<file path="src/ssp_pkg.sv">
`default_nettype none
package ssp_pkg;

    localparam int SSP_DATA_W = 16;
    localparam int SSP_FIFO_DEPTH = 8;

    localparam logic [7:0] SSP_ADDR_CTRL = 8'h00;
    localparam logic [7:0] SSP_ADDR_PRESCALE = 8'h04;
    localparam logic [7:0] SSP_ADDR_RATE = 8'h08;
    localparam logic [7:0] SSP_ADDR_DATA = 8'h0C;
    localparam logic [7:0] SSP_ADDR_STATUS = 8'h10;

    localparam int SSP_CTRL_SIZE_LSB = 0;
    localparam int SSP_CTRL_FMT_LSB = 4;
    localparam int SSP_CTRL_ENABLE = 6;
    localparam int SSP_CTRL_SLAVE = 7;
    localparam int SSP_CTRL_OUT_DIS = 8;
    localparam int SSP_STAT_OVERRUN = 5;

    localparam logic [8:0] SSP_CTRL_RST = 9'h007;
    localparam logic [7:0] SSP_PRESCALE_RST = 8'h02;
    localparam logic [7:0] SSP_RATE_RST = 8'h00;

    localparam logic [3:0] SSP_SIZE_M1_MIN = 4'h3;
    localparam logic [4:0] SSP_CMD_BITS = 5'h08;

    typedef enum logic [1:0] {
        SSP_FMT_SPI = 2'b00,
        SSP_FMT_PULSE = 2'b01,
        SSP_FMT_CMD = 2'b10,
        SSP_FMT_SPARE = 2'b11
    } ssp_format_type;

    typedef enum logic [1:0] {
        SSP_IDLE = 2'b00,
        SSP_LEAD = 2'b01,
        SSP_TRAIL = 2'b10,
        SSP_GAP = 2'b11
    } ssp_state_type;

endpackage
`default_nettype wire

</file>
<file path="src/ssp_fifo.sv">
`timescale 1ns/1ps
`default_nettype none
module ssp_fifo #(
    parameter int WIDTH = 16,
    parameter int DEPTH = 8
) (
    input wire logic sys_clk,
    input wire logic reset,
    input wire logic in_valid,
    output logic in_ready,
    input wire logic [WIDTH-1:0] in_data,
    output logic out_valid,
    input wire logic out_ready,
    output logic [WIDTH-1:0] out_data
);
    localparam int AW = $clog2(DEPTH);

    logic [WIDTH-1:0] mem [DEPTH];
    logic [AW:0] wr_ptr;
    logic [AW:0] rd_ptr;

    wire empty = (wr_ptr == rd_ptr);
    wire full = (wr_ptr[AW-1:0] == rd_ptr[AW-1:0]) && (wr_ptr[AW] != rd_ptr[AW]);
    wire push = in_valid && !full;
    wire pop = out_ready && !empty;
    wire [AW:0] next_rd_ptr = rd_ptr + {{AW{1'b0}}, pop};
    wire bypass = push && (wr_ptr[AW-1:0] == next_rd_ptr[AW-1:0]);

    assign in_ready = !full;
    assign out_valid = !empty;

    always_ff @(posedge sys_clk) begin
        if (reset) begin
            wr_ptr <= '0;
            rd_ptr <= '0;
        end else begin
            wr_ptr <= wr_ptr + {{AW{1'b0}}, push};
            rd_ptr <= next_rd_ptr;
        end
    end

    always_ff @(posedge sys_clk) begin
        if (push) begin
            mem[wr_ptr[AW-1:0]] <= in_data;
        end
    end

    // The head word is kept in a register so that it is valid one cycle after any change.
    always_ff @(posedge sys_clk) begin
        if (reset) begin
            out_data <= '0;
        end else begin
            out_data <= bypass ? in_data : mem[next_rd_ptr[AW-1:0]];
        end
    end
endmodule
`default_nettype wire

</file>
<file path="src/ssp_top.sv">
`timescale 1ns/1ps
`default_nettype none
module ssp_top
    import ssp_pkg::*;
#(
    parameter int FIFO_DEPTH = SSP_FIFO_DEPTH
) (
    input wire logic sys_clk,
    input wire logic reset,
    input wire logic [7:0] bus_addr,
    input wire logic [15:0] bus_wdata,
    input wire logic bus_write,
    input wire logic bus_read,
    output logic [15:0] bus_rdata,
    input wire logic sclk_in,
    output logic sclk_out,
    output logic sclk_oe,
    input wire logic fss_in,
    output logic fss_out,
    output logic fss_oe,
    input wire logic rxd_in,
    output logic txd_out,
    output logic txd_oe
);
    logic [8:0] ctrl;
    logic [7:0] prescale;
    logic [7:0] rate;
    logic overrun;
    logic [15:0] tx_sh;
    logic [15:0] rx_sh;
    logic [4:0] slot;
    logic rx_push;
    logic [15:0] rx_word;
    logic [6:0] pre_cnt;
    logic [7:0] rate_cnt;
    logic sclk_m1, sclk_m2, sclk_d;
    logic fss_m1, fss_m2, fss_d;
    logic rxd_m1, rxd_m2;
    ssp_state_type state;

    // Configuration fields.
    wire [3:0] size_raw = ctrl[SSP_CTRL_SIZE_LSB +: 4];
    wire [3:0] size_m1 = (size_raw < SSP_SIZE_M1_MIN) ? SSP_SIZE_M1_MIN : size_raw;
    wire [4:0] size = {1'b0, size_m1} + 5'h01;
    wire ssp_format_type fmt = ssp_format_type'(ctrl[SSP_CTRL_FMT_LSB +: 2]);
    wire is_pulse = (fmt == SSP_FMT_PULSE);
    wire is_cmd = (fmt == SSP_FMT_CMD);
    wire enable = ctrl[SSP_CTRL_ENABLE];
    wire slave = ctrl[SSP_CTRL_SLAVE];
    wire out_dis = ctrl[SSP_CTRL_OUT_DIS];
    wire master_en = enable && !slave;
    wire slave_en = enable && slave;

    // Frame layout in clock slots: optional frame-pulse slot, then sent bits; received bits share those slots except in command format, where they follow.
    wire [4:0] pre_slots = is_pulse ? 5'h01 : 5'h00;
    wire [4:0] out_slots = is_cmd ? SSP_CMD_BITS : size;
    wire [4:0] in_first = is_cmd ? pre_slots + SSP_CMD_BITS : pre_slots;
    wire [4:0] last_slot = in_first + size - 5'h01;

    function automatic logic slot_out(input logic [4:0] s, input logic [4:0] pre,
                                      input logic [4:0] n);
        slot_out = (s >= pre) && (s < pre + n);
    endfunction

    function automatic logic slot_in(input logic [4:0] s, input logic [4:0] first,
                                     input logic [4:0] last);
        slot_in = (s >= first) && (s <= last);
    endfunction

    // Pin inputs pass two flip-flops; clock and frame get a third stage so their edges can be found.
    always_ff @(posedge sys_clk) begin
        if (reset) begin
            sclk_m1 <= 1'b0;
            sclk_m2 <= 1'b0;
            sclk_d <= 1'b0;
            fss_m1 <= 1'b1;
            fss_m2 <= 1'b1;
            fss_d <= 1'b1;
            rxd_m1 <= 1'b0;
            rxd_m2 <= 1'b0;
        end else begin
            sclk_m1 <= sclk_in;
            sclk_m2 <= sclk_m1;
            sclk_d <= sclk_m2;
            fss_m1 <= fss_in;
            fss_m2 <= fss_m1;
            fss_d <= fss_m2;
            rxd_m1 <= rxd_in;
            rxd_m2 <= rxd_m1;
        end
    end

    wire slv_rise = slave_en && sclk_m2 && !sclk_d;
    wire slv_fall = slave_en && !sclk_m2 && sclk_d;
    wire slv_fss_fall = slave_en && !fss_m2 && fss_d;
    wire slv_fss_rise = slave_en && fss_m2 && !fss_d;

    // Master bit clock: prescaler halves first, then the rate divider counts prescaler ticks.
    wire [6:0] pre_lim = (prescale[7:1] == 7'h00) ? 7'h00 : prescale[7:1] - 7'h01;
    wire pre_tick = (pre_cnt == pre_lim);
    wire half_tick = master_en && (state != SSP_IDLE) && pre_tick && (rate_cnt == rate);

    always_ff @(posedge sys_clk) begin
        if (reset || state == SSP_IDLE || !master_en) begin
            pre_cnt <= 7'h00;
            rate_cnt <= 8'h00;
        end else if (pre_tick) begin
            pre_cnt <= 7'h00;
            rate_cnt <= (rate_cnt == rate) ? 8'h00 : rate_cnt + 8'h01;
        end else begin
            pre_cnt <= pre_cnt + 7'h01;
        end
    end

    // Bus decode and FIFO hookup.
    wire wr_ctrl = bus_write && (bus_addr == SSP_ADDR_CTRL);
    wire wr_pre = bus_write && (bus_addr == SSP_ADDR_PRESCALE);
    wire wr_rate = bus_write && (bus_addr == SSP_ADDR_RATE);
    wire wr_data = bus_write && (bus_addr == SSP_ADDR_DATA);
    wire wr_stat = bus_write && (bus_addr == SSP_ADDR_STATUS);
    wire rd_data = bus_read && (bus_addr == SSP_ADDR_DATA);

    wire tx_in_ready;
    wire tx_valid;
    wire [15:0] tx_head;
    wire rx_in_ready;
    wire rx_valid;
    wire [15:0] rx_head;

    wire trail_ev = master_en ? half_tick : slv_rise;
    wire lead_ev = master_en ? half_tick : slv_fall;
    wire m_start = master_en && (state == SSP_IDLE) && tx_valid && rx_in_ready;
    wire s_start = (state == SSP_IDLE) && (is_pulse ? (slv_rise && fss_m2) : slv_fss_fall);
    wire start = m_start || s_start;
    wire tx_pop = start && tx_valid;
    wire s_abort = slave_en && !is_pulse && (state != SSP_IDLE) && slv_fss_rise;
    wire frame_end = (state == SSP_TRAIL) && lead_ev && (slot == last_slot);
    wire [4:0] start_slot = (slave_en && is_pulse) ? 5'h01 : 5'h00;

    ssp_fifo #(.WIDTH(SSP_DATA_W), .DEPTH(FIFO_DEPTH)) u_tx_fifo (
        .sys_clk(sys_clk),
        .reset(reset),
        .in_valid(wr_data),
        .in_ready(tx_in_ready),
        .in_data(bus_wdata),
        .out_valid(tx_valid),
        .out_ready(tx_pop),
        .out_data(tx_head)
    );

    ssp_fifo #(.WIDTH(SSP_DATA_W), .DEPTH(FIFO_DEPTH)) u_rx_fifo (
        .sys_clk(sys_clk),
        .reset(reset),
        .in_valid(rx_push),
        .in_ready(rx_in_ready),
        .in_data(rx_word),
        .out_valid(rx_valid),
        .out_ready(rd_data),
        .out_data(rx_head)
    );

    // Outgoing words are left aligned so the first bit sent is always bit 15.
    wire [15:0] tx_word = tx_valid ? tx_head : 16'h0000;
    wire [3:0] out_shift = is_cmd ? 4'h8 : 4'hF - size_m1;
    wire [15:0] tx_aligned = tx_word << out_shift;
    wire [15:0] shifted_tx = slot_out(slot, pre_slots, out_slots) ? {tx_sh[14:0], 1'b0} : tx_sh;
    wire [4:0] next_slot = slot + 5'h01;
    wire [15:0] size_mask = 16'hFFFF >> (4'hF - size_m1);
    wire fss_idle = !is_pulse;

    // Frame engine shared by master and slave; the event sources differ and only the master passes through SSP_GAP.
    always_ff @(posedge sys_clk) begin
        if (reset || !enable || s_abort) begin
            state <= SSP_IDLE;
            slot <= 5'h00;
            tx_sh <= 16'h0000;
            rx_sh <= 16'h0000;
        end else begin
            unique case (state)
                SSP_IDLE: begin
                    if (start) begin
                        state <= SSP_LEAD;
                        slot <= start_slot;
                        tx_sh <= tx_aligned;
                        rx_sh <= 16'h0000;
                    end
                end
                SSP_LEAD: begin
                    if (trail_ev) begin
                        state <= SSP_TRAIL;
                        if (slot_in(slot, in_first, last_slot)) begin
                            rx_sh <= {rx_sh[14:0], rxd_m2};
                        end
                    end
                end
                SSP_TRAIL: begin
                    if (frame_end) begin
                        state <= master_en ? SSP_GAP : SSP_IDLE;
                    end else if (lead_ev) begin
                        state <= SSP_LEAD;
                        slot <= next_slot;
                        tx_sh <= shifted_tx;
                    end
                end
                SSP_GAP: begin
                    if (half_tick) begin
                        state <= SSP_IDLE;
                    end
                end
            endcase
        end
    end

    // Received words and the overrun flag; a new overrun wins over a clear.
    always_ff @(posedge sys_clk) begin
        if (reset) begin
            rx_push <= 1'b0;
            rx_word <= 16'h0000;
            overrun <= 1'b0;
        end else begin
            rx_push <= frame_end;
            rx_word <= rx_sh & size_mask;
            if (rx_push && !rx_in_ready) begin
                overrun <= 1'b1;
            end else if (wr_stat && bus_wdata[SSP_STAT_OVERRUN]) begin
                overrun <= 1'b0;
            end
        end
    end

    // Pin drivers, all registered.
    always_ff @(posedge sys_clk) begin
        if (reset) begin
            sclk_out <= 1'b0;
            sclk_oe <= 1'b0;
            fss_out <= 1'b1;
            fss_oe <= 1'b0;
            txd_out <= 1'b0;
            txd_oe <= 1'b0;
        end else begin
            sclk_oe <= master_en;
            fss_oe <= master_en;
            txd_oe <= master_en || (slave_en && !out_dis && state != SSP_IDLE);
            if (state == SSP_IDLE && !start) begin
                sclk_out <= 1'b0;
                fss_out <= fss_idle;
                txd_out <= 1'b0;
            end else if (start) begin
                fss_out <= is_pulse;
                txd_out <= slot_out(start_slot, pre_slots, out_slots) && tx_aligned[15];
            end else if (frame_end || state == SSP_GAP) begin
                sclk_out <= 1'b0;
                fss_out <= fss_idle;
                txd_out <= 1'b0;
            end else if (state == SSP_LEAD && trail_ev) begin
                sclk_out <= 1'b1;
            end else if (state == SSP_TRAIL && lead_ev) begin
                sclk_out <= 1'b0;
                fss_out <= is_pulse ? 1'b0 : 1'b0;
                txd_out <= slot_out(next_slot, pre_slots, out_slots) && shifted_tx[15];
            end
        end
    end

    // Register writes.
    always_ff @(posedge sys_clk) begin
        if (reset) begin
            ctrl <= SSP_CTRL_RST;
            prescale <= SSP_PRESCALE_RST;
            rate <= SSP_RATE_RST;
        end else begin
            if (wr_ctrl) begin
                ctrl <= bus_wdata[8:0];
            end
            if (wr_pre) begin
                prescale <= bus_wdata[7:0];
            end
            if (wr_rate) begin
                rate <= bus_wdata[7:0];
            end
        end
    end

    // Read data stand in the cycle after the read strobe.
    wire [15:0] status = {10'h000, overrun, state != SSP_IDLE, !rx_in_ready, rx_valid,
                          tx_in_ready, !tx_valid};
    wire [15:0] rd_mux = (bus_addr == SSP_ADDR_CTRL) ? {7'h00, ctrl} :
                         (bus_addr == SSP_ADDR_PRESCALE) ? {8'h00, prescale} :
                         (bus_addr == SSP_ADDR_RATE) ? {8'h00, rate} :
                         (bus_addr == SSP_ADDR_DATA) ? (rx_valid ? rx_head : 16'h0000) :
                         (bus_addr == SSP_ADDR_STATUS) ? status : 16'h0000;

    always_ff @(posedge sys_clk) begin
        if (reset) begin
            bus_rdata <= 16'h0000;
        end else begin
            bus_rdata <= bus_read ? rd_mux : 16'h0000;
        end
    end

    // Helper: cycles since the last half tick, used to check the divided clock period.
    logic [15:0] tick_gap;
    always_ff @(posedge sys_clk) begin
        if (reset || half_tick || state == SSP_IDLE) begin
            tick_gap <= 16'h0000;
        end else begin
            tick_gap <= tick_gap + 16'h0001;
        end
    end
    wire [15:0] half_period = {9'h000, pre_lim + 7'h01} * ({8'h00, rate} + 16'h0001);
endmodule
`default_nettype wire

</file>
<file path="config.mk">
export PLATFORM = sky130hd
export DESIGN_NAME = ssp_top
export DESIGN_NICKNAME = d
export VERILOG_FILES = /design/src/ssp_pkg.sv /design/src/ssp_fifo.sv /design/src/ssp_top.sv
export SDC_FILE = /design/constraint.sdc
export NUM_CORES = 1
export LEC_CHECK = 0
export BUFFER_PORTS_ARGS = -buffer_cell sky130_fd_sc_hd__buf_4
export CAP_MARGIN = 20
export CORE_MARGIN = 5
export CORE_UTILIZATION = 67
export DETAILED_ROUTE_END_ITERATION = 16
export HOLD_SLACK_MARGIN = 0.08
export PLACE_DENSITY_LB_ADDON = 0.25
export REMOVE_ABC_BUFFERS = 1
export SLEW_MARGIN = 20
export SYNTH_ARGS = -nofsm -noshare
export SYNTH_HDL_FRONTEND = slang
export SYNTH_SLANG_ARGS = --single-unit
</file>
<file path="constraint.sdc">
create_clock -name sys_clk -period 5.6 [get_ports sys_clk]
set_input_delay 1.12 -clock sys_clk [delete_from_list [all_inputs] [get_ports sys_clk]]
set_output_delay 1.12 -clock sys_clk [all_outputs]
set_load 0.05 [all_outputs]
</file>
=== Yosys cells after proc, flatten, opt, wreduce, memory -nomap -nowiden ===
Memory sizes are Yosys's and may differ from the RTL's. A register that Yosys moved wholly into a read port is not among the register bits.
Cells that the tools add are included.

* Register bits after elaboration: 142
* Memory bits (writable): 256
* Bits of input ports: 31
* Output and inout port bits: 22
* Logic and storage cells: 236
* Memories kept: 2

* $add $sub $neg: 14
* Order comparisons: 9
* Eq/ne operators: 28
* Shift operators: 2
* Mux-type cells: 55
* Bitwise gates (word level): 3
* Reduce and logical (&&, ||, !) cells: 91

{| class="wikitable"
|+ Memory list
! name !! words !! width !! rd ports !! clocked after memory_dff !! wr ports !! line !! source
|-
| u_rx_fifo.mem || 8 || 16 || 1 || 1 || 1 || ssp_fifo.sv:18 || <nowiki>logic [WIDTH-1:0] mem [DEPTH];</nowiki>
|-
| u_tx_fifo.mem || 8 || 16 || 1 || 1 || 1 || ssp_fifo.sv:18 ||
|}

{| class="wikitable"
|+ Operators by type and width
! kind !! count
|-
| $mux W16 || 10
|-
| $pmux W16 S2 || 2
|-
| $logic_and A1 B1 Y1 || 49
|-
| $mux W9 || 3
|-
| $mux W5 || 5
|-
| $mux W1 || 22
|-
| $add A4 B1 Y4 || 4
|-
| $and A16 B16 Y16 || 1
|-
| $eq A8 B4 Y1 const B || 2
|-
| $shl A16 B4 Y16 || 1
|-
| $shr A16 B4 Y16 const A || 1
|-
| $logic_not A1 Y1 || 14
|-
| $ne A2 B2 Y1 const B || 7
|-
| $mux W2 || 6
|-
| $reduce_and A4 Y1 || 3
|-
| $ge A5 B1 Y1 || 2
|-
| $lt A5 B5 Y1 || 2
|-
| $pmux W5 S2 || 1
|-
| $add A8 B1 Y8 const B || 1
|-
| $eq A4 B4 Y1 || 2
|-
| $eq A8 B3 Y1 const B || 1
|-
| $eq A8 B5 Y1 const B || 1
|-
| $eq A8 B8 Y1 || 1
|-
| $logic_not A8 Y1 || 1
|-
| other kinds (38) || 60
|}

=== Longest topological paths before layout ===
Gate-level depths: netlist (run 1).

* Depth in word-level cells: 13
* Mapped depth: 21
* Gate-level depth less buffers: 20

=== Hierarchy ===
Synthesis (run 1) repeated with hierarchy kept, for this count alone.

* Cell total of the unflattened synthesis: 1572
* Area, all modules: 18858.1 um2

{| class="wikitable"
|+ By module, submodules not included
! module !! instances !! cells an instance !! area each (um2) !! sequential area each (um2)
|-
| ssp_top || 1 || 837 || 6982.9 || 2522.4
|-
| ssp_fifo (u_tx_fifo) || 1 || 368 || 5943.2 || 4324.1
|-
| ssp_fifo (u_rx_fifo) || 1 || 367 || 5931.9 || 4324.1
|}

=== Worst setup path after synthesis (run 1) ===
Ideal clock, no wire load.

* Kind: input port to flip-flop
* Start: input port bus_addr[5]
* End: register u_rx_fifo.out_data[1], read port of u_rx_fifo.mem
* Library setup time: 0.128 ns
* Data arrival time: 4.098 ns
* Data required time: 5.472 ns
* Slack: 1.375 ns
* Stages on the path: 14
* Buffers on the path: 2
* Cell sequence: or3_1 > nor4_1 > and3_1 > and3_1 > ha_1 > ha_1 > xor2_1 > xnor2_1 > and4_1 > clkbuf_1 > clkbuf_1 > nor2_1 > a21oi_1 > nor2_1

* Cells in the longest elaborated chain, start to end: 4

{| class="wikitable"
|+ Ends and longest elaborated chain
! item !! line !! source
|-
| start: declaration || ssp_top.sv:10 || <nowiki>input wire logic [7:0] bus_addr,</nowiki>
|-
| $eq A8 B4 Y1 || ssp_top.sv:121 || <nowiki>wire rd_data = bus_read && (bus_addr == SSP_ADDR_DATA);</nowiki>
|-
| $logic_and A1 B1 Y1 || ssp_top.sv:121 ||
|-
| $logic_and A1 B1 Y1 || ssp_fifo.sv:25 || <nowiki>wire pop = out_ready && !empty;</nowiki>
|-
| $add A4 B1 Y4 || ssp_fifo.sv:26 || <nowiki>wire [AW:0] next_rd_ptr = rd_ptr + {{AW{1'b0}}, pop};</nowiki>
|-
| end: declaration || ssp_fifo.sv:14 || <nowiki>output logic [WIDTH-1:0] out_data</nowiki>
|}

No other way between the ends.
A chain may end at the register's enable or synchronous reset.

=== Worst setup path in the final report (run 1) ===
* Start: register ctrl[2]
* End: register rx_sh[5]

* Cells in the longest elaborated chain, start to end: 9

{| class="wikitable"
|+ Ends and longest elaborated chain
! item !! line !! source
|-
| start: declaration || ssp_top.sv:25 || <nowiki>logic [8:0] ctrl;</nowiki>
|-
| start signal: assignment || ssp_top.sv:273 || <nowiki>ctrl <= bus_wdata[8:0];</nowiki>
|-
| $lt A4 B2 Y1 || ssp_top.sv:43 || <nowiki>wire [3:0] size_m1 = (size_raw < SSP_SIZE_M1_MIN) ? SSP_SIZE_M1_MIN : size_raw;</nowiki>
|-
| $mux W4 (*) || ssp_top.sv:43 ||
|-
| $add A4 B1 Y5 (*) || ssp_top.sv:44 || <nowiki>wire [4:0] size = {1'b0, size_m1} + 5'h01;</nowiki>
|-
| $add A5 B5 Y5 (*) || ssp_top.sv:58 || <nowiki>wire [4:0] last_slot = in_first + size - 5'h01;</nowiki>
|-
| $sub A5 B1 Y5 (*) || ssp_top.sv:58 ||
|-
| $le A5 B5 Y1 (*) || ssp_top.sv:67 || <nowiki>slot_in = (s >= first) && (s <= last);</nowiki>
|-
| $logic_and A1 B1 Y1 (*) || ssp_top.sv:67 ||
|-
| $ne A2 B2 Y1 (no source line) (*) || - ||
|-
| $reduce_and A4 Y1 (no source line) (*) || - ||
|-
| end signal: assignment || ssp_top.sv:192 || <nowiki>rx_sh <= {rx_sh[14:0], rxd_m2};</nowiki>
|-
| end: declaration || ssp_top.sv:30 || <nowiki>logic [15:0] rx_sh;</nowiki>
|}

Mark *: on every way between the ends. The rest lies on a longest branch, timed or not.

==> flow_results.org, run 1 <==
** STA
- Setup repair after global routing missed its margin :: no
- Clock period minus final worst setup slack :: 4.43 ns
- After layout, the worst path uses 79.2% of the clock period.
- Actual transition at the worst max-transition pin :: 1.02 ns
- Final hold violation count :: 0
- Setup violations remaining at the end of the flow were counted as 0.
- Derived from the worst setup path, the maximum achievable clock frequency is 225 MHz.
- In this run the tightest slew margin relative to its limit is 31.8%.
- On the final layout, the worst clock skew is 0.0296 ns.
- Count of pins over their slew limit :: 0
- Adding up every negative setup slack in the final design gives 0 ns.

** Placement
- During placement, the flow inserted port buffers numbering 52.
- After legalization and detailed placement, the total HPWL measured 26600 um.
- Placed Cells incl. Taps :: 1762
- Routability-driven placement finished with a final weighted congestion of 0.902.
- Once placement finished, the instance area stood at 19200 um^2.

** Route
- 1st-pass router iterations :: 5
- The detailed router finished its first iteration with 1414 violations.
- Routed WL per cell :: 23.1 um
- After detailed routing, the number of remaining DRC violations is 0.
- Via count :: 12180
- Dividing the detail-routed via count by the number of cells gives 6.63.
- Post-route antenna net violation count :: 0
- The final layout contains routed wiring with a total length of 42400 um.

** Outcome
- The flow ran to the end, and the final reports show no timing, DRC or antenna violations.

** Finish
- Most common cell after layout, fill and taps aside :: edfxtp_1
- Count of non-filler cells in the finished layout :: 1837
- In the final design database the tool counted 1538 nets.
- Area growth, synth to finish :: 10.9%
- Layout cell share with drive strength beyond 1 :: 16.3%
- Cells fill 75.8% of the core in the end.
- Post-Layout Inst Area :: 20500 um^2
- 0 antenna diodes ended up in the layout.
- In the layout the commonest cells are 256 x edfxtp_1, 174 x dfxtp_1, 116 x nor2_1.

** Floorplan
- Effective utilization at floorplan :: 68.4%
- Area of the die :: 31000 um^2
- From bottom edge to top edge, the die measures 176 um.
- After floorplanning, the core was sized to cover 27000 um^2.
- The floorplan has 60 rows.
- Number of placed I/O pins :: 53
- Chip width :: 176 um

** Clock tree
- After clock tree synthesis, the clock-pin slew on the worst setup and hold paths is 0.06 ns.
- Quantity of hold-fixing buffers added after cts :: 0
- In this run, CTS created clock tree buffers numbering 42.
- # H-tree levels :: 2
- Clock latency on the worst-skew pair, taken at its later pin, is 0.56 ns.
- Post-CTS timing repair inserted 0 buffers for setup.
- # resized after CTS :: 0
- The longest clock path from root to sink contains 3 buffers.
- Total number of clock tree sinks :: 430
- Clock tree from TritonCTS :: done
- Cell at the root of the clock tree :: clkbuf_16

** Pwr
- Power density over cell area :: 297 nW/um^2
- Maximum ir drop on the vdd rail :: 0.000370 V
- Net switching is 20.0% of the power.
- Internal Pwr Total :: 4.88 mW
- After layout, the design draws a total of 6.09 mW.
- Total leakage power :: 6.87 nW
- For this design the total switching power over the nets is 1.22 mW.
- In this run, the clock network consumes 43.9% of the power.
- Portion of total power attributed to sequential cells :: 54.8%
- Of the total power, combinational logic draws 1.3%.

** Yosys
- Number of warnings issued by yosys :: 0
- The synthesized design contains 256 enable-type register cells.
- Number of distinct library cell variants in the gate-level netlist after synthesis :: 88
- Of all flip-flops after synthesis, the portion carrying an async set or reset was 0%.
- Summing the sequential cell areas from Yosys gives 60.5% of the chip area.
- In this run the mean area of a mapped cell was 12.9 um^2.
- Synthesis produced a netlist whose cell count is 1427.
- Prevailing post-synth register cell :: edfxtp_1
- Yosys reg bits :: 430
- The mapped netlist covers 18500 um^2.

** GRT
- Entering global routing, the biggest net connects 60 pins.
- The initial antenna violation count came to 1.
- After global routing the overflow that remains totals 0.
- Across every metal layer, demand over resource in global routing totals 27.5%.
- Via count of the first global-routing pass :: 12005
- Wire length of the first global-routing pass :: 67000 um

** Worst setup path
- Worst Setup Start Kind :: flop
- The setup path with the least slack is of type flop to flop.
- For the worst setup path, the data required time is 5.99 ns.
- In this run the worst path has a maximum fanout of 32.
- The worst setup path is captured at a flop.
- Data on the critical path arrives at its endpoint at 4.82 ns.

** Hold path
- The path class of the tightest hold or removal check is flop to flop.

** Flow run
- Across the run, the number of max-cap violations was 0.
synthesized netlist by cell type (5+ instances only):
| library cell | instances | area share, % |
|---|---|---|
| mux4_2 | 64 | 7.8 |
| xnor2_1 | 28 | 1.3 |
| o21ai_0 | 27 | 0.73 |
| inv_1 | 25 | 0.51 |
| and3_1 | 22 | 0.74 |
| or2_2 | 5 | 0.17 |
| a21oi_1 | 72 | 2.0 |
| nand2b_1 | 15 | 0.51 |
| nor3b_1 | 12 | 0.49 |
| a211oi_1 | 30 | 1.2 |
| xor2_1 | 28 | 1.3 |
| a22oi_1 | 5 | 0.20 |
| nor3_1 | 22 | 0.60 |
| a31oi_1 | 18 | 0.61 |
| clkbuf_1 | 53 | 1.1 |
| nor2b_1 | 25 | 0.85 |
| o21ai_1 | 13 | 0.35 |
| a221oi_1 | 8 | 0.38 |
| nand3_1 | 54 | 1.5 |
| nand4_1 | 12 | 0.41 |
| buf_2 | 6 | 0.16 |
| ha_1 | 40 | 2.7 |
| mux2i_1 | 50 | 2.7 |
| o22ai_1 | 8 | 0.27 |
| buf_4 | 6 | 0.24 |
| edfxtp_1 | 256 | 42 |
| nor4_1 | 8 | 0.27 |
| buf_6 | 7 | 0.43 |
| dfxtp_1 | 174 | 19 |
| nand2_1 | 101 | 2.1 |
| buf_1 | 14 | 0.28 |
| and2_1 | 7 | 0.24 |
| nor2_1 | 117 | 2.4 |
worst max-delay path, stage by stage (launching register included):
cell and delay, ns:
dfxtp_1 0.31, nor2_1 0.25, nor2_1 0.12, inv_2 0.11, ha_1 0.20, inv_1 0.05
ha_1 0.37, inv_1 0.09, ha_1 0.30, a21o_1 0.18, a21oi_1 0.18, xnor2_1 0.15
ha_1 0.26, and3_1 0.20, o21ai_0 0.06, o21ai_0 0.09, o21ai_0 0.16, o31ai_1 0.10
a211o_1 0.66, nand3_1 0.31, o21ai_1 0.10
metrics by stage:
stage          hold slack [ns]  worst slack, ns
6_report                 0.420             1.17
5_1_grt                  0.445            0.867
4_1_cts                  0.425             1.23
3_5_place_dp             0.406             1.08
3_3_place_gp             0.406             1.19
2_1_floorplan            0.389            0.666
power groups by stage:
stage	clock (mW)	sequential, mW	combinational, mW
2_1_floorplan	0	3.41	0.0174
3_3_place_gp	0	3.41	0.0740
3_5_place_dp	0	3.41	0.0752
4_1_cts	2.71	3.34	0.0758
5_1_grt	2.87	3.34	0.0828
6_report	2.67	3.34	0.0771
final cells by class:
| class | count | area, um^2 |
|---|---|---|
| Clock inverter | 23 | 190 |
| Multi-Input combinational cell | 883 | 6850 |
| Tap cell | 341 | 427 |
| Fill cell | 1642 | 6530 |
| Inverter | 27 | 101 |
| Timing Repair Buffer | 82 | 636 |
| Sequential cell | 430 | 11200 |
| Clock buffer | 51 | 1110 |
final timing paths:
check                            start                     to  slack [ns]  depth (start not counted)
setup / recovery  ctrl[2]$_SDFFE_PP1P_  rx_sh[5]$_SDFFE_PP0P_        1.17                         20
hold / removal       fss_m1$_SDFF_PP1_      fss_m2$_SDFF_PP1_        0.42                          1
setup reg to reg  ctrl[2]$_SDFFE_PP1P_  rx_sh[5]$_SDFFE_PP0P_        1.17                         20
hold reg to reg      fss_m1$_SDFF_PP1_      fss_m2$_SDFF_PP1_        0.42                          1
state kept, by name (all words and copies together), names as in the netlist, 5 cells and up:
name / cells
u_rx_fifo.mem: 128
u_tx_fifo.mem: 128
bus_rdata: 16
rx_sh: 16
rx_word: 16
tx_sh: 16
u_rx_fifo.out_data: 16
u_tx_fifo.out_data: 16
ctrl: 9
prescale: 8
rate: 8
rate_cnt: 8
pre_cnt: 7
slot: 5
cells by family after synthesis:
logic type | after synthesis | share of synthesized area [%]
multiplexers | 114 | 10.5
AO/OA/AOI/OAI | 239 | 8.82
adder cells (fa/ha/maj) | 41 | 2.82
buffers and inverters | 114 | 2.82
flip-flops | 430 | 60.5
XOR/XNOR | 56 | 2.65
AND/OR/NAND/NOR | 433 | 11.9
per-layer routing:
metal	up-vias	track usage [%]	wire (um)	part of all wire [%]
met5	-	0	13	0.031
met4	2	8.41	1250	3.0
met3	108	4.63	3520	8.3
met2	642	44.7	20500	48
met1	5983	38.8	17100	40
li1	5445	-	-	-
No activity file was read; power rests on OpenSTA's default activity.
==> run 2, diff against run 1 <==
CORE_UTILIZATION = 56   (was 67)
clock period = 4.05 ns   (was 5.6 ns; I/O delays follow)
==> run 2 against run 1 <==
Effect of this change: die area up 18%; flip-flop and latch count did not move; setup slack lost 0.98 ns; largest cell class unchanged; largest power group unchanged.
==> flow_results.org, run 2 (synthesis gave the netlist of run 1 again) <==
** Outcome
- Run status :: finished, final reports clean

** Worst setup path
- The register-to-register setup slack was 0.19 ns (-0.98 ns).
- Worst Setup Start Kind :: flop
- Ordered cell list for the critical path :: nor2_2, or2_2, ha_1, inv_1, ha_2, inv_1, ha_1, a21o_1, a21oi_2, xnor2_1, ha_1, and3_1, o21ai_0, o21ai_0, o21ai_0, o31ai_1, a211o_1, buf_6, o21ai_0
- The top fanout value on the critical path came to 32 (unchanged).
- Slowest-stage cell, CP :: dfxtp_1
- The delay of the slowest cell on the worst path is 0.35 ns (-0.31 ns).
- Startpoint of the worst register-to-register path :: ctrl[2]$_SDFFE_PP1P_
- The number of cells on the worst reg-to-reg path was 19 (-5.0%).
- The setup path with the least slack is of type flop to flop.
- Capture instance of the worst register-to-register path :: rx_sh[14]$_SDFFE_PP0P_
- Worst Path Required :: 4.50 ns (-1.49 ns)
- Kind of end point of the critical path :: flop
- Counting stages on the worst path, the most repeated cell is o21ai_0.
- The arrival time reported for the critical path endpoint is 4.31 ns (-0.51 ns).
- Startpoint of the most critical setup path :: ctrl[2]$_SDFFE_PP1P_

** Floorplan
- Area of the die :: 36700 um^2 (+18%)
- The placement row count is 66 (+10%).
- The I/O pin total was 53 (unchanged).
- The die height is 192 um (+8.8%).
- The overall die width is 192 um (+8.8%).
- The placeable core region was 32500 um^2 (+20%).
- The effective utilization at floorplan was 56.8% (-12 points).

** GRT
- Via count of the first global-routing pass :: 11690 (-2.6%)
- The total global routing track utilization came to 22.7% (-4.8 points).
- The overall overflow remaining after global route came to 0 (unchanged).
- The initial antenna violation count is 0 (-1).
- The pin count of the biggest net entering global routing is 64 (+6.7%).
- The first-pass GRT wire length was 65700 um (-1.9%).

** Finish
- Compared with the post-synthesis result, the final layout area differs by 13.4%.
- Filler Cell Count :: 2430 (+48%)
- The filler-free cell count of the finished design is 1965 (+7.0%).
- Post-Layout Inst Area :: 20900 um^2 (+2.2%)
- Layout net count :: 1562 (+1.6%)
- The area taken by flip-flops and latches was 11200 um^2 (unchanged).
- Antenna cells :: 0 (unchanged)
- The utilization after layout is 64.4% (-11 points).
- Leaving out fill and tap cells, the most frequent cells in the layout are 256 x edfxtp_1, 174 x dfxtp_1, 115 x nor2_1.
- Leaving out fill and tap cells, the most frequent cell in the layout is edfxtp_1.
- The area of combinational cells with multiple inputs came to 6860 um^2 (+0.16%).
- Layout cell share with drive strength beyond 1 :: 18.2% (+1.9 points)

** Clock tree
- Cell at the root of the clock tree :: clkbuf_16
- Clock tree from TritonCTS :: done
- The clock insertion delay at the later pin of the skew report was 0.55 ns (about the same).
- TritonCTS Buffers :: 43 (+2.4%)
- Clk buf depth :: 3 (unchanged)
- The clock net sink count came to 430 (unchanged).
- Register clock-pin slew on the reported worst setup and hold paths :: 0.06 ns (about the same)
- The H-tree level count was 2 (unchanged).
- The post-CTS setup buffer count was 0 (unchanged).

** Pwr
- The switching part of the total power came to 19.9% (-0.037 points).
- Power density over cell area :: 411 nW/um^2 (+38%)
- The leakage power total is 7.05 nW (+2.6%).
- The internal power came to 6.89 mW (+41%).
- Net switching power :: 1.71 mW (+41%)
- The total power is 8.60 mW (+41%).
- Combinational fraction of design power :: 1.2% (about the same)
- Proportion of power drawn by the clock network :: 45.1% (+1.2 points)
- Maximum ir drop on the vdd rail :: 0.000429 V (+16%)
- Portion of total power attributed to sequential cells :: 53.7% (-1.1 points)

** STA
- Setup repair after global routing missed its margin :: no
- The minimum setup slack in the final design was 0.186 ns (-0.980 ns).
- Hold Worst Slack :: 0.422 ns (+0.00194 ns)
- The number of hold violations in the final report is 0 (unchanged).
- The final worst clock skew came to 0.0217 ns (-0.00784 ns).
- Final clock period utilization by the worst path :: 95.4% (+16 points)
- Final setup fails :: 0 (unchanged)
- Setup TNS :: 0 ns (unchanged)
- Max_slew headroom :: 46.4% (+15 points)
- The final count of pins violating max slew is 0 (unchanged).
- The minimum period implied by the final worst setup slack is 3.86 ns (-0.570 ns).
- The slew at the pin closest to its max-slew limit was 0.797 ns (-0.226 ns).
- Max Clock Freq :: 259 MHz (+15%)

** Route
- First-iteration detailed-routing DRC count :: 1054 (-25%)
- Routed WL per cell :: 21.2 um (-8.2%)
- 1st-pass router iterations :: 6 (+1)
- Post-route antenna net violation count :: 0 (unchanged)
- Overall routed net length :: 41600 um (-1.8%)
- The DRC violation count after routing came to 0 (unchanged).
- The number of vias in the routed layout was 11819 (-3.0%).
- Vias per Instance :: 6.01 (-9.3%)

** Hold path
- The tightest min-delay check is of the flop to flop type.
- The cell count of the worst hold path was 1 (unchanged).
- The path with the worst hold slack has its endpoint at fss_m2$_SDFF_PP1_.
- In this run the most critical hold path is launched from fss_m1$_SDFF_PP1_.

** Placement
- Post-place instance area :: 19500 um^2 (+1.9%)
- The worst slack at placement came to 0.101 ns (-0.978 ns).
- Placed Cells incl. Taps :: 1887 (+7.1%)
- The HPWL after detailed placement came to 27000 um (+1.3%).
- Count of input and output buffers :: 52 (unchanged)
- The placer's final routability congestion estimate is 0.884 (-2.0%).

** Flow run
- Number of max-cap violations :: 0 (unchanged)
[run 2: cell types whose count changed in the layout (fill, tap and decap cells not counted), moves of 2 or more]
cell / before / now
buf_12: 1 / 6
buf_4: 80 / 97
buf_6: 0 / 2
clkbuf_1: 6 / 9
clkinv_1: 8 / 6
clkinv_2: 9 / 7
clkinv_4: 0 / 2
inv_16: 0 / 2
nor3_2: 1 / 4
nor3_4: 3 / 1
[run 2: critical path: cells and delay by family, from the launching register on]
family | cells | cell delay (ns)
XOR/XNOR | 1 | 0.13
AND/OR/NAND/NOR | 3 | 0.56
AO/OA/AOI/OAI | 8 | 1.33
adder cells (fa/ha/maj) | 4 | 1.03
flip-flops | 1 | 0.35
buffers and inverters | 3 | 0.36
[run 2: per-layer routing]
metal	part of all wire [%]	vias up	global-route usage, %
met5	0	-	0
met4	1.7	0	4.81
met3	5.4	53	3.16
met2	49	394	38.6
met1	44	5863	31.6
li1	-	5509	-
[run 2: how the worst max path moves through the flow]
stage | end | slack (ns) | cells past startpoint
2_1_floorplan | u_rx_fifo.out_data[0]$_SDFF_PP0_ | -0.57 | 12
3_3_place_gp | tx_sh[5]$_SDFFE_PP0P_ | 0.23 | 20
3_5_place_dp | tx_sh[7]$_SDFFE_PP0P_ | 0.10 | 20
4_1_cts | tx_sh[12]$_SDFFE_PP0P_ | 0.03 | 21
5_1_grt | rx_sh[10]$_SDFFE_PP0P_ | 0.003 | 20
6_report | rx_sh[14]$_SDFFE_PP0P_ | 0.19 | 19
[run 2: power by group through the flow]
stage / logic (mW) / clock network (mW) / registers, mW
global placement: 0.102 / 0 / 4.71
detailed placement: 0.104 / 0 / 4.71
global route: 0.114 / 4.15 / 4.62
floorplan: 0.0240 / 0 / 4.71
CTS: 0.105 / 3.95 / 4.62
finish: 0.106 / 3.88 / 4.62
[run 2: layout make-up]
class                   count  share of cell area (%)
clock inverters            22                    1.06
well taps                 442                    2.64
clock buffers              56                    5.56
multi-input cells         883                    32.8
inverters                  27                   0.484
repair buffers            105                    4.16
flip-flops and latches    430                    53.3
[run 2: what timing repair did]
action | in CTS | in global routing
gates resized for setup | 0 | 10
hold buffers | 0 | 0
hold endpoints to repair | 0 | 0
setup endpoints to repair | 0 | 39
